## config.mk

```make
export PLATFORM = sky130hd
export DESIGN_NAME = fspl_top
export DESIGN_NICKNAME = d
export VERILOG_FILES = /design/src/fspl_pkg.sv /design/src/fspl_startup_timer.sv /design/src/fspl_top.sv
export SDC_FILE = /design/constraint.sdc
export NUM_CORES = 1
export LEC_CHECK = 0
export BUFFER_PORTS_ARGS = -buffer_cell sky130_fd_sc_hd__buf_4
export CAP_MARGIN = 10
export CORE_MARGIN = 5
export CORE_UTILIZATION = 46
export DETAILED_ROUTE_END_ITERATION = 16
export PLACE_DENSITY = 0.76
export SETUP_SLACK_MARGIN = 0.05
export SLEW_MARGIN = 5
export SYNTH_ARGS = -nofsm -noshare
export SYNTH_HDL_FRONTEND = slang
export SYNTH_SLANG_ARGS = --single-unit
```

## constraint.sdc

```tcl
create_clock -name ref_clk_i -period 4.75 [get_ports ref_clk_i]
set_clock_uncertainty 0.1 [all_clocks]
set_input_delay 1.425 -clock ref_clk_i [delete_from_list [all_inputs] [get_ports ref_clk_i]]
set_output_delay 1.425 -clock ref_clk_i [all_outputs]
set_load 0.01 [all_outputs]
```

## src/fspl_pkg.sv

```systemverilog
// Constants, types and decode helpers for the fuse start-up and
// partition/lock loader.
// Assumes a 20 MHz reference clock and an AHB-Lite register bus.
// Summary of operation
// - Start-up code 0..7 holds execution for 0,1,2,4,8,16,32,64 ms.
// - Application-code-end byte gives code end in 256-byte blocks.
// - Flash above the application code end is application data.
// - Code-end byte zero: code runs from boot end to flash end.
// - Boot-end byte gives boot section end in 256-byte blocks.
// - Boot-end byte zero makes the entire flash boot section.
// - Open only when lock byte is 0xc5; locked denies debug bus access.
// - Locked debug port reads only its own control/status space.
// - Chip erase on a locked part always erases EEPROM.
package fspl_pkg;
	// Timebase
	localparam int unsigned CLK_HZ = 20_000_000;
	localparam int unsigned DLY_UNIT_MS = 1;
	localparam int unsigned CYC_PER_MS = CLK_HZ / 1000 * DLY_UNIT_MS;
	localparam int PRE_W = 16;
	localparam int MS_W = 7;
	localparam int SEL_W = 3;

	// Flash geometry
	localparam int ADDR_W = 17;
	localparam int BLK_SHIFT = 8;
	localparam logic [ADDR_W-1:0] FLASH_SIZE = 17'h02000;

	// Fuse values
	localparam logic [7:0] LOCK_OPEN = 8'hc5;
	localparam logic [7:0] SECT_ZERO = 8'h00;

	// Register indices; byte address is four times the index
	localparam logic [7:0] IDX_STARTUP = 8'h06;
	localparam logic [7:0] IDX_APP_END = 8'h07;
	localparam logic [7:0] IDX_BOOT_END = 8'h08;
	localparam logic [7:0] IDX_LOCK = 8'h0a;
	localparam logic [7:0] IDX_STATUS = 8'h10;
	localparam int AW = 10;

	// Status register fields
	localparam int ST_OPEN_BIT = 0;
	localparam int ST_FETCH_BIT = 1;
	localparam int ST_LOADED_BIT = 2;

	// AHB
	localparam int HTRANS_ACT_BIT = 1;

	typedef enum logic [1:0] {
		ST_LOAD = 2'h0,
		ST_WAIT = 2'h1,
		ST_RUN = 2'h2
	} fspl_state_t;

	typedef enum logic [1:0] {
		SEC_BOOT = 2'h0,
		SEC_APP_CODE = 2'h1,
		SEC_APP_DATA = 2'h2
	} fspl_sect_t;

	// Byte address of a register index
	function automatic logic [AW-1:0] fspl_addr(input logic [7:0] idx);
		fspl_addr = {idx, 2'h0};
	endfunction

	// Start-up code to milliseconds
	function automatic logic [MS_W-1:0] fspl_delay_ms(
		input logic [SEL_W-1:0] sel);
		if (sel == 3'h0) begin
			fspl_delay_ms = 7'h00;
		end else begin
			fspl_delay_ms = 7'(7'h01 << (sel - 3'h1));
		end
	endfunction
endpackage

```

## src/fspl_startup_timer.sv

```systemverilog
// Start-up delay timer: counts whole milliseconds after a start pulse.
// Assumes start_i pulses once after reset and sel_i is stable after it.
`timescale 1ns/1ps
module fspl_startup_timer
	import fspl_pkg::*;
#(
	parameter int unsigned CYC_MS = CYC_PER_MS
) (
	// Clock and reset
	input wire logic ref_clk_i,
	input wire logic rst_b_i,
	// Control
	input wire logic start_i,
	input wire logic [SEL_W-1:0] sel_i,
	// Result
	output logic done_o
);
	localparam logic [PRE_W-1:0] PRE_LAST = PRE_W'(CYC_MS - 1);

	logic run_q, run_d;
	logic done_q, done_d;
	logic [PRE_W-1:0] pre_q, pre_d;
	logic [MS_W-1:0] ms_q, ms_d;
	logic [MS_W-1:0] target;

	assign target = fspl_delay_ms(sel_i);
	assign done_o = done_q;

	// Prescaler makes millisecond ticks; counter compares to target
	always_comb begin
		run_d = run_q;
		done_d = done_q;
		pre_d = pre_q;
		ms_d = ms_q;
		if (start_i) begin
			pre_d = '0;
			ms_d = '0;
			run_d = (target != 7'h00);
			done_d = (target == 7'h00);
		end else if (run_q) begin
			if (pre_q == PRE_LAST) begin
				pre_d = '0;
				ms_d = ms_q + 7'h01;
				if (ms_q + 7'h01 == target) begin
					run_d = 1'b0;
					done_d = 1'b1;
				end
			end else begin
				pre_d = pre_q + 16'h0001;
			end
		end
	end

	always_ff @(posedge ref_clk_i or negedge rst_b_i) begin
		if (!rst_b_i) begin
			run_q <= 1'b0;
			done_q <= 1'b0;
			pre_q <= '0;
			ms_q <= '0;
		end else begin
			run_q <= run_d;
			done_q <= done_d;
			pre_q <= pre_d;
			ms_q <= ms_d;
		end
	end
endmodule

```

## src/fspl_top.sv

```systemverilog
// Fuse loader: start-up delay, flash partition bounds, lock state,
// debug-port gating and an AHB-Lite register window.
// Assumes fuse bytes and debug/erase strobes are synchronous to ref_clk_i.
// Fuse inputs must be valid at the first edge after reset release.
// The bus sees a lone zero-wait slave; hreadyout is tied high.
//
// Implementation choice: the AHB-Lite interface to the registers.
`timescale 1ns/1ps
module fspl_top
	import fspl_pkg::*;
#(
	parameter int unsigned CYC_MS = CYC_PER_MS
) (
	// Clock and reset
	input wire logic ref_clk_i,
	input wire logic rst_b_i,
	// Fuse array bytes
	input wire logic [SEL_W-1:0] startup_delay_sel_i,
	input wire logic [7:0] app_code_end_i,
	input wire logic [7:0] boot_section_end_i,
	input wire logic [7:0] lock_byte_i,
	input wire logic eeprom_preserve_i,
	// Start-up
	output logic fetch_en_o,
	// Partition
	output logic [ADDR_W-1:0] boot_end_addr_o,
	output logic [ADDR_W-1:0] app_end_addr_o,
	input wire logic [ADDR_W-1:0] sect_addr_i,
	output logic [1:0] sect_o,
	// Debug programming port
	input wire logic dbg_req_i,
	input wire logic dbg_cs_i,
	input wire logic [7:0] dbg_rdata_i,
	output logic dbg_sys_en_o,
	output logic [7:0] dbg_rdata_o,
	output logic dbg_deny_o,
	// Chip erase
	input wire logic chip_erase_i,
	output logic ee_erase_o,
	// Lock byte programming request
	output logic lock_prog_o,
	output logic [7:0] lock_prog_data_o,
	// AHB-Lite slave
	input wire logic hsel,
	input wire logic [31:0] haddr,
	input wire logic [1:0] htrans,
	input wire logic hwrite,
	input wire logic [2:0] hsize,
	input wire logic hready,
	input wire logic [31:0] hwdata,
	output logic [31:0] hrdata,
	output logic hreadyout,
	output logic hresp
);
	// Fuse copies and load sequence
	fspl_state_t st_q, st_d;
	logic [SEL_W-1:0] sut_q, sut_d;
	logic [7:0] app_q, app_d;
	logic [7:0] boot_q, boot_d;
	logic [7:0] lock_q, lock_d;
	logic eeprom_preserve_q, eeprom_preserve_d;
	logic open_q, open_d;
	logic [ADDR_W-1:0] bend_q, bend_d;
	logic [ADDR_W-1:0] aend_q, aend_d;
	logic tmr_start;
	logic tmr_done;

	// Section lookup and debug/erase outputs
	logic [1:0] sect_q, sect_d;
	logic [7:0] drd_q, drd_d;
	logic deny_q, deny_d;
	logic ee_q, ee_d;

	// Bus state
	logic acc_act;
	logic wr_q, wr_d;
	logic [AW-1:0] wa_q, wa_d;
	logic [31:0] rd_q, rd_d;
	logic lp_q, lp_d;
	logic [7:0] lpd_q, lpd_d;
	logic addr_ok;
	logic lock_hit;
	logic [31:0] status_w;

	// Classify a flash address against the latched bounds
	// Bounds are exclusive; an app end at or below the boot end leaves
	// the code section empty, so everything past boot end is data.
	function automatic logic [1:0] sect_of(
		input logic [ADDR_W-1:0] a,
		input logic [ADDR_W-1:0] be,
		input logic [ADDR_W-1:0] ae);
		if (a < be) begin
			sect_of = SEC_BOOT;
		end else if (a < ae) begin
			sect_of = SEC_APP_CODE;
		end else begin
			sect_of = SEC_APP_DATA;
		end
	endfunction

	// Capture fuses in the first cycle after reset release, then freeze.
	// Bounds never move while code runs, so no re-decode hazard exists.
	always_comb begin
		st_d = st_q;
		sut_d = sut_q;
		app_d = app_q;
		boot_d = boot_q;
		lock_d = lock_q;
		eeprom_preserve_d = eeprom_preserve_q;
		open_d = open_q;
		bend_d = bend_q;
		aend_d = aend_q;
		tmr_start = 1'b0;
		case (st_q)
			ST_LOAD: begin
				sut_d = startup_delay_sel_i;
				app_d = app_code_end_i;
				boot_d = boot_section_end_i;
				lock_d = lock_byte_i;
				eeprom_preserve_d = eeprom_preserve_i;
				open_d = (lock_byte_i == LOCK_OPEN);
				// Boot end zero wins: whole flash is boot, code end ignored
				// and no application section exists.
				if (boot_section_end_i == SECT_ZERO) begin
					bend_d = FLASH_SIZE;
					aend_d = FLASH_SIZE;
				end else begin
					bend_d = ADDR_W'(boot_section_end_i) << BLK_SHIFT;
					if (app_code_end_i == SECT_ZERO) begin
						aend_d = FLASH_SIZE;
					end else begin
						aend_d = ADDR_W'(app_code_end_i) << BLK_SHIFT;
					end
				end
				tmr_start = 1'b1;
				st_d = ST_WAIT;
			end
			// Hold until the delay timer reports done
			ST_WAIT: begin
				if (tmr_done) begin
					st_d = ST_RUN;
				end
			end
			// Only a reset leaves the run state
			ST_RUN: begin
				st_d = ST_RUN;
			end
			default: begin
				st_d = ST_LOAD;
			end
		endcase
	end

	// Reset keeps the part locked and the whole flash as boot
	always_ff @(posedge ref_clk_i or negedge rst_b_i) begin
		if (!rst_b_i) begin
			st_q <= ST_LOAD;
			sut_q <= '0;
			app_q <= '0;
			boot_q <= '0;
			lock_q <= '0;
			eeprom_preserve_q <= 1'b0;
			open_q <= 1'b0;
			bend_q <= FLASH_SIZE;
			aend_q <= FLASH_SIZE;
		end else begin
			st_q <= st_d;
			sut_q <= sut_d;
			app_q <= app_d;
			boot_q <= boot_d;
			lock_q <= lock_d;
			eeprom_preserve_q <= eeprom_preserve_d;
			open_q <= open_d;
			bend_q <= bend_d;
			aend_q <= aend_d;
		end
	end

	// Delay counter; started with the freshly sampled selector
	// The live selector is used; the fuse copy lands one edge late
	fspl_startup_timer #(
		.CYC_MS(CYC_MS)
	) u_tmr (
		.ref_clk_i(ref_clk_i),
		.rst_b_i(rst_b_i),
		.start_i(tmr_start),
		.sel_i(startup_delay_sel_i),
		.done_o(tmr_done)
	);

	assign fetch_en_o = (st_q == ST_RUN);
	assign boot_end_addr_o = bend_q;
	assign app_end_addr_o = aend_q;
	assign sect_o = sect_q;
	// Locked until the load cycle proves otherwise
	// so a debugger attached during reset never reaches the system bus
	assign dbg_sys_en_o = open_q;
	assign dbg_rdata_o = drd_q;
	assign dbg_deny_o = deny_q;
	assign ee_erase_o = ee_q;

	// Section lookup, debug read gating and erase decision
	always_comb begin
		// sect_o lags sect_addr_i by one cycle
		sect_d = sect_of(sect_addr_i, bend_q, aend_q);
		drd_d = drd_q;
		deny_d = 1'b0;
		ee_d = 1'b0;
		// Own control/status space stays readable even when locked
		if (dbg_req_i) begin
			if (dbg_cs_i || open_q) begin
				drd_d = dbg_rdata_i;
			end else begin
				// Zero, so no stale byte from an earlier read leaks out
				drd_d = 8'h00;
				deny_d = 1'b1;
			end
		end
		// Latched copies decide, never the live fuse inputs
		if (chip_erase_i) begin
			ee_d = !open_q || !eeprom_preserve_q;
		end
	end

	// Output registers for section, debug port and erase
	always_ff @(posedge ref_clk_i or negedge rst_b_i) begin
		if (!rst_b_i) begin
			sect_q <= SEC_BOOT;
			drd_q <= 8'h00;
			deny_q <= 1'b0;
			ee_q <= 1'b0;
		end else begin
			sect_q <= sect_d;
			drd_q <= drd_d;
			deny_q <= deny_d;
			ee_q <= ee_d;
		end
	end

	// Zero-wait slave: read data is prepared at the address phase
	assign hreadyout = 1'b1;
	assign hresp = 1'b0;
	assign hrdata = rd_q;
	assign lock_prog_o = lp_q;
	assign lock_prog_data_o = lpd_q;
	assign acc_act = hsel && hready && htrans[HTRANS_ACT_BIT];
	// Upper address bits must be clear, else the lock register aliases
	assign addr_ok = (haddr[31:AW] == '0);
	// Write data is only valid when the data phase completes
	assign lock_hit = wr_q && hready && (wa_q == fspl_addr(IDX_LOCK));

	// Status word; spare bits read as zero
	always_comb begin
		status_w = 32'h0000_0000;
		status_w[ST_OPEN_BIT] = open_q;
		status_w[ST_FETCH_BIT] = (st_q == ST_RUN);
		status_w[ST_LOADED_BIT] = (st_q != ST_LOAD);
	end

	// Address phase capture and read data; writes act a cycle later
	always_comb begin
		wr_d = 1'b0;
		wa_d = wa_q;
		rd_d = rd_q;
		lp_d = 1'b0;
		lpd_d = lpd_q;
		// Write data phase; lock write goes to the fuse programmer only
		if (lock_hit) begin
			lp_d = 1'b1;
			lpd_d = hwdata[7:0];
		end
		if (acc_act) begin
			wr_d = hwrite && addr_ok;
			wa_d = haddr[AW-1:0];
			// Unmapped and out-of-window reads return zero
			rd_d = 32'h0000_0000;
			if (!hwrite && addr_ok) begin
				case (haddr[AW-1:0])
					fspl_addr(IDX_STARTUP): rd_d[SEL_W-1:0] = sut_q;
					fspl_addr(IDX_APP_END): rd_d[7:0] = app_q;
					fspl_addr(IDX_BOOT_END): rd_d[7:0] = boot_q;
					fspl_addr(IDX_LOCK): rd_d[7:0] = lock_q;
					fspl_addr(IDX_STATUS): rd_d = status_w;
					default: rd_d = 32'h0000_0000;
				endcase
			end
		end
	end

	// Bus registers
	always_ff @(posedge ref_clk_i or negedge rst_b_i) begin
		if (!rst_b_i) begin
			wr_q <= 1'b0;
			wa_q <= '0;
			rd_q <= 32'h0000_0000;
			lp_q <= 1'b0;
			lpd_q <= 8'h00;
		end else begin
			wr_q <= wr_d;
			wa_q <= wa_d;
			rd_q <= rd_d;
			lp_q <= lp_d;
			lpd_q <= lpd_d;
		end
	end
endmodule

```

Yosys cells after proc, flatten, opt, wreduce, memory -nomap -nowiden
Index checks and enable logic that the tools add are counted.
- flip-flop bits (word level): 154
- input port bits: 130
- output and inout bits: 91
- logic and storage cells: 96
- $add $sub $neg: 3
- order comparisons: 2
- eq/ne operators: 12
- shift-type cells: 1
- muxes and demuxes: 32
- reduce and logical (&&, ||, !) cells: 24
- operators with widths (cell ; count):
    $mux W16 ; 6
    $lt A17 B17 Y1 ; 2
    $eq A10 B6 Y1 const B ; 3
    $mux W7 ; 4
    $logic_not A22 Y1 ; 1
    $eq A10 B5 Y1 const B ; 2
    $add A16 B1 Y16 const B ; 1
    $eq A16 B15 Y1 const B ; 1
    $logic_not A8 Y1 ; 2
    $mux W8 ; 2
    $pmux W3 S5 ; 1
    $pmux W5 S3 ; 1
    $mux W1 ; 14
    $eq A10 B7 Y1 const B ; 1
    $eq A8 B8 Y1 const B ; 1
    $reduce_bool A2 Y1 ; 4
    $add A7 B1 Y7 const B ; 1
    $eq A7 B7 Y1 ; 1
    $logic_not A7 Y1 ; 1
    $reduce_bool A7 Y1 ; 1
    $shl A1 B3 Y7 const A ; 1
    $logic_and A1 B1 Y1 ; 6
    $mux W2 ; 3
    $pmux W2 S3 ; 1
    10 further kinds ; 13

Logic depth before layout (Yosys ltp)
- word-level depth: 8
- gate-level depth with buffers: 9
- gate-level depth less buffers: 8

Cells and area by module
A second synthesis with hierarchy kept.
- cell total of the unflattened synthesis: 590
- area, all modules: 5900.7 um2
- by module, submodules not included (module ; instances ; cells an instance ; area each (um2)):
    fspl_top ; 1 ; 426 ; 4332.9
    fspl_startup_timer ; 1 ; 164 ; 1567.8

Worst setup path before layout
OpenSTA, ideal clock, no wires.
- path kind: input port to flip-flop
- start point: input port sect_addr_i[13]
- end point: register sect_q[1] (netlist: sect_o[1])
- arrival: 2606 ps
- setup slack: 1925 ps
- stages: 5
- cell sequence: ha_1 -> a2111oi_0 -> o21ai_0 -> a311o_1 -> and2_1
- cells in the longest elaborated chain, start to end: 3
- elaborated cells between the ends (all ways): 4
- ends and longest elaborated chain (item ; line ; RTL):
    start, declared ; fspl_top.sv:28 ; input wire logic [ADDR_W-1:0] sect_addr_i,
    $lt A17 B17 Y1 ; fspl_top.sv:94 ; end else if (a < ae) begin
    $mux W2 ; fspl_top.sv:94 ;
    $mux W2 (*) ; fspl_top.sv:92 ; if (a < be) begin
    named net sect_d[1] ; fspl_top.sv:69 ; logic [1:0] sect_q, sect_d;
    end signal, assigned ; fspl_top.sv:233 ; sect_q <= sect_d;
    end, declared ; fspl_top.sv:69 ;
Mark *: on every way through the listed nets, which the timed path passes. The rest lies on a longest branch.
A chain may end at the register's enable or synchronous reset.

Worst setup path after layout
- start point: input port htrans[1]
- end point: register rd_q[4] (netlist: hrdata[4])
- cells in the longest elaborated chain, start to end: 1
- ends and longest elaborated chain (item ; line ; RTL):
    start, declared ; fspl_top.sv:46 ; input wire logic [1:0] htrans,
    $logic_and A1 B1 Y1 ; fspl_top.sv:246 ; assign acc_act = hsel && hready && htrans[HTRANS_ACT_BIT];
    end signal, assigned ; fspl_top.sv:301 ; rd_q <= rd_d;
    end, declared ; fspl_top.sv:78 ; logic [31:0] rd_q, rd_d;
No other way between the ends.

==> results.cfg <==
[run_status]
outcome = complete, no violations

[global_routing]
grt_pass1_wl_um = 22000
grt_usage_pct = 18.4
grt_pass1_vias = 4513
grt_start_max_net_pins = 60
antenna_found_initial = 0
overflow = 0

[setup_path]
crit_type = in2reg
critical_path.max_fanout = 21
cp-start-kind = input port
arrival_ns = 3.17
endpoint_kind = flop
required_ns = 4.91

[route]
vias = 4448
post_drt_via_cell_ratio = 4.99
met2_length_um = 7170
drtPass1Iterations = 6
wl_met3_um = 884
highest_layer = met4
ant_nets = 0
drc = 0
wl_um = 13800
drtIter0Drc = 336
routedWlPerCell_um = 15.5
drt-met1-wl_um = 5560

[synth]
syn_area_sq_mm = 0.00574
ys_seq_area_share_pct = 48.9
synth_warnings = 0
synth_cells = 585
ys_async_sr_fraction_pct = 100
synth_top_flop_cell = dfrtp_1
synth_edf_count = 0
yosys.cell_types.count = 57
syn_avg_cell_area_sq_um = 9.81
ys_ff_latch = 112

[power_and_ir_drop]
powerDensity_mw_per_mm2 = 447
netSwitchingPower_mw = 1.07
peakVddDrop_mv = 0.247
sw_frac_of_total_pct = 33.7
comb_power_share_pct = 32.7
p_leak_nw = 3.51
pwr-share-seq_pct = 42.8
total_power_mw = 3.16
p_int_mw = 2.10
clkPwrFrac_pct = 24.5

[timing]
maxSlewHeadroom_pct = 33.6
setup_viol = 0
rsz0062_at_grt = no
hold_viol = 0
setup_tns_ns = 0
worst_pin_slew_ns = 0.989
max_freq_mhz = 333
min_period_over_period_pct = 63.3
finalCriticalPeriod_ns = 3.01
maxSlewViolCount = 0

[clock_network]
cts_setup_buffers = 0
clkSlewWorstSetupHoldPaths_ns = 0.07
clockBufferDepth = 2
clk_latency_ns = 0.34
post_cts_resized = 0
numClockSinks = 112
cts_root_buffer = clkbuf_16
hold_buffers = 0
cts_tree = built
cts_made_buffers = 9
htree_levels = 3

[cells_and_area]
drive_gt1_share_pct = 27.2
n_antenna_cell = 0
area_delta_synth_final_pct = 23.3
fillers = 1038
layout.nets = 868

[placement]
dp_hpwl_um = 10700
portBuffers = 140
gp_congestion = 0.862

[floorplan]
start_util_pct = 47.4
pin_count = 221
core_sq_mm = 0.0121
dieWidth_um = 122
rows = 40
dieArea_sq_mm = 0.0148
die_h_um = 122

[min_path]
hold_class = reg2reg

[run]
drv_cap = 0
[cell type report]
class                      instances  area (sq um)  area share (%)
sequential                       112          2810            39.6
tap                              168           210            2.97
clock inverter                     6          67.6           0.954
clock buffer                      10           239            3.38
inverter                          45           169            2.39
multi-input combinational        407          2520            35.5
timing repair buffer             143          1070            15.2
[state kept, by name, indices dropped and copies added (netlist names), 2 cells and up]
register and flops:
wa_q 10, hrdata 8, u_tmr.pre_q 16, lock_q 8
app_q 8, lock_prog_data_o 8, sect_o 2, sut_q 3
u_tmr.ms_q 7, dbg_rdata_o 8, boot_q 8, boot_end_addr_o 8
app_end_addr_o 8, st_q 2
[critical path: stages]
cell and delay, ns:
buf_4 0.08, nand3_1 0.60, nor4_4 0.55, o2111ai_1 0.29, o21ai_1 0.22
[path summary, 6_finish.rpt]
| path | from | to | slack [ns] | depth (start not counted) |
|---|---|---|---|---|
| worst min register to register | eeprom_preserve_q | ee_erase_o | 0.37 | 1 |
| worst min-delay path | eeprom_preserve_q | ee_erase_o | 0.37 | 1 |
| worst max-delay path | htrans[1] | hrdata[4] | 1.74 | 5 |
| worst max register to register | st_q[0] | u_tmr.done_o | 2.07 | 8 |
| max in group asynchronous | rst_b_i | u_tmr.ms_q[6] | 2.64 | 2 |
| min in group asynchronous | rst_b_i | lock_prog_o | 1.05 | 1 |
[layout by cell type, fill, tap and decap left out, types with 7 or more instances in the layout]
cell type	instances
nand4_1	7
buf_4	143
a22oi_1	11
nor2_1	37
nand3_1	12
conb_1	44
mux2_2	23
nand2_1	74
o21ai_1	8
clkbuf_16	9
inv_1	44
xor2_1	19
o22ai_1	14
o21ai_0	48
ha_1	19
dfrtp_1	110
[per-layer routing]
| layer | GRT usage, % | vias to the layer above |
|---|---|---|
| li1 | - | 2179 |
| met1 | 22.7 | 2128 |
| met2 | 33.1 | 131 |
| met3 | 3.30 | 10 |
| met4 | 4.83 | 0 |
| met5 | 0 | - |
[stage by stage]
stage	setup slack (ns)	hold WS (ns)	utilization, %	area, sq um	cells
floorplan	1.92	0.327	-	5900	627
global placement	1.47	0.339	55.9	6770	875
detailed placement	1.39	0.365	55.9	6770	875
CTS	1.74	0.373	58.5	7080	891
global route	1.57	0.419	58.5	7080	891
finish	1.74	0.375	58.5	7080	891
[kinds of logic (layout without fill, tap and decap cells)]
logic type               count (synthesis)  in the layout  share of synthesized area, %
AO/OA/AOI/OAI                          108            108                          11.3
AND/OR/NAND/NOR                        184            184                          16.3
buffers and inverters                  108            204                          10.1
XOR/XNOR                                24             24                          3.66
adder cells (fa/ha/maj)                 20             20                          4.36
flip-flops                             112            112                          48.9
other                                    2             44                         0.131
multiplexers                            27             27                          5.21
[power by group through the flow]
| stage | sequential (mW) | clock [mW] | combinational (mW) |
|---|---|---|---|
| after global placement | 1.36 | 0 | 1.00 |
| after detailed placement | 1.37 | 0 | 1.04 |
| after floorplan | 1.36 | 0 | 0.661 |
| final | 1.35 | 0.775 | 1.04 |
| after CTS | 1.36 | 0.787 | 1.05 |
| after global routing | 1.39 | 0.825 | 1.18 |
[cells in the mapped netlist, types with 7 or more instances]
cell / count / area [sq um]
xor2_1: 19 / 166
a22oi_1: 11 / 82.6
clkbuf_1: 11 / 41.3
mux2_2: 23 / 259
nand4_1: 7 / 43.8
o22ai_1: 14 / 87.6
o21ai_1: 8 / 40.0
nand3_1: 12 / 60.1
nand2_1: 74 / 278
ha_1: 20 / 250
inv_1: 44 / 165
nor2_1: 37 / 139
buf_4: 45 / 338
o21ai_0: 48 / 240
dfrtp_1: 110 / 2750
Note: power is estimated with default switching activity, not from simulation.
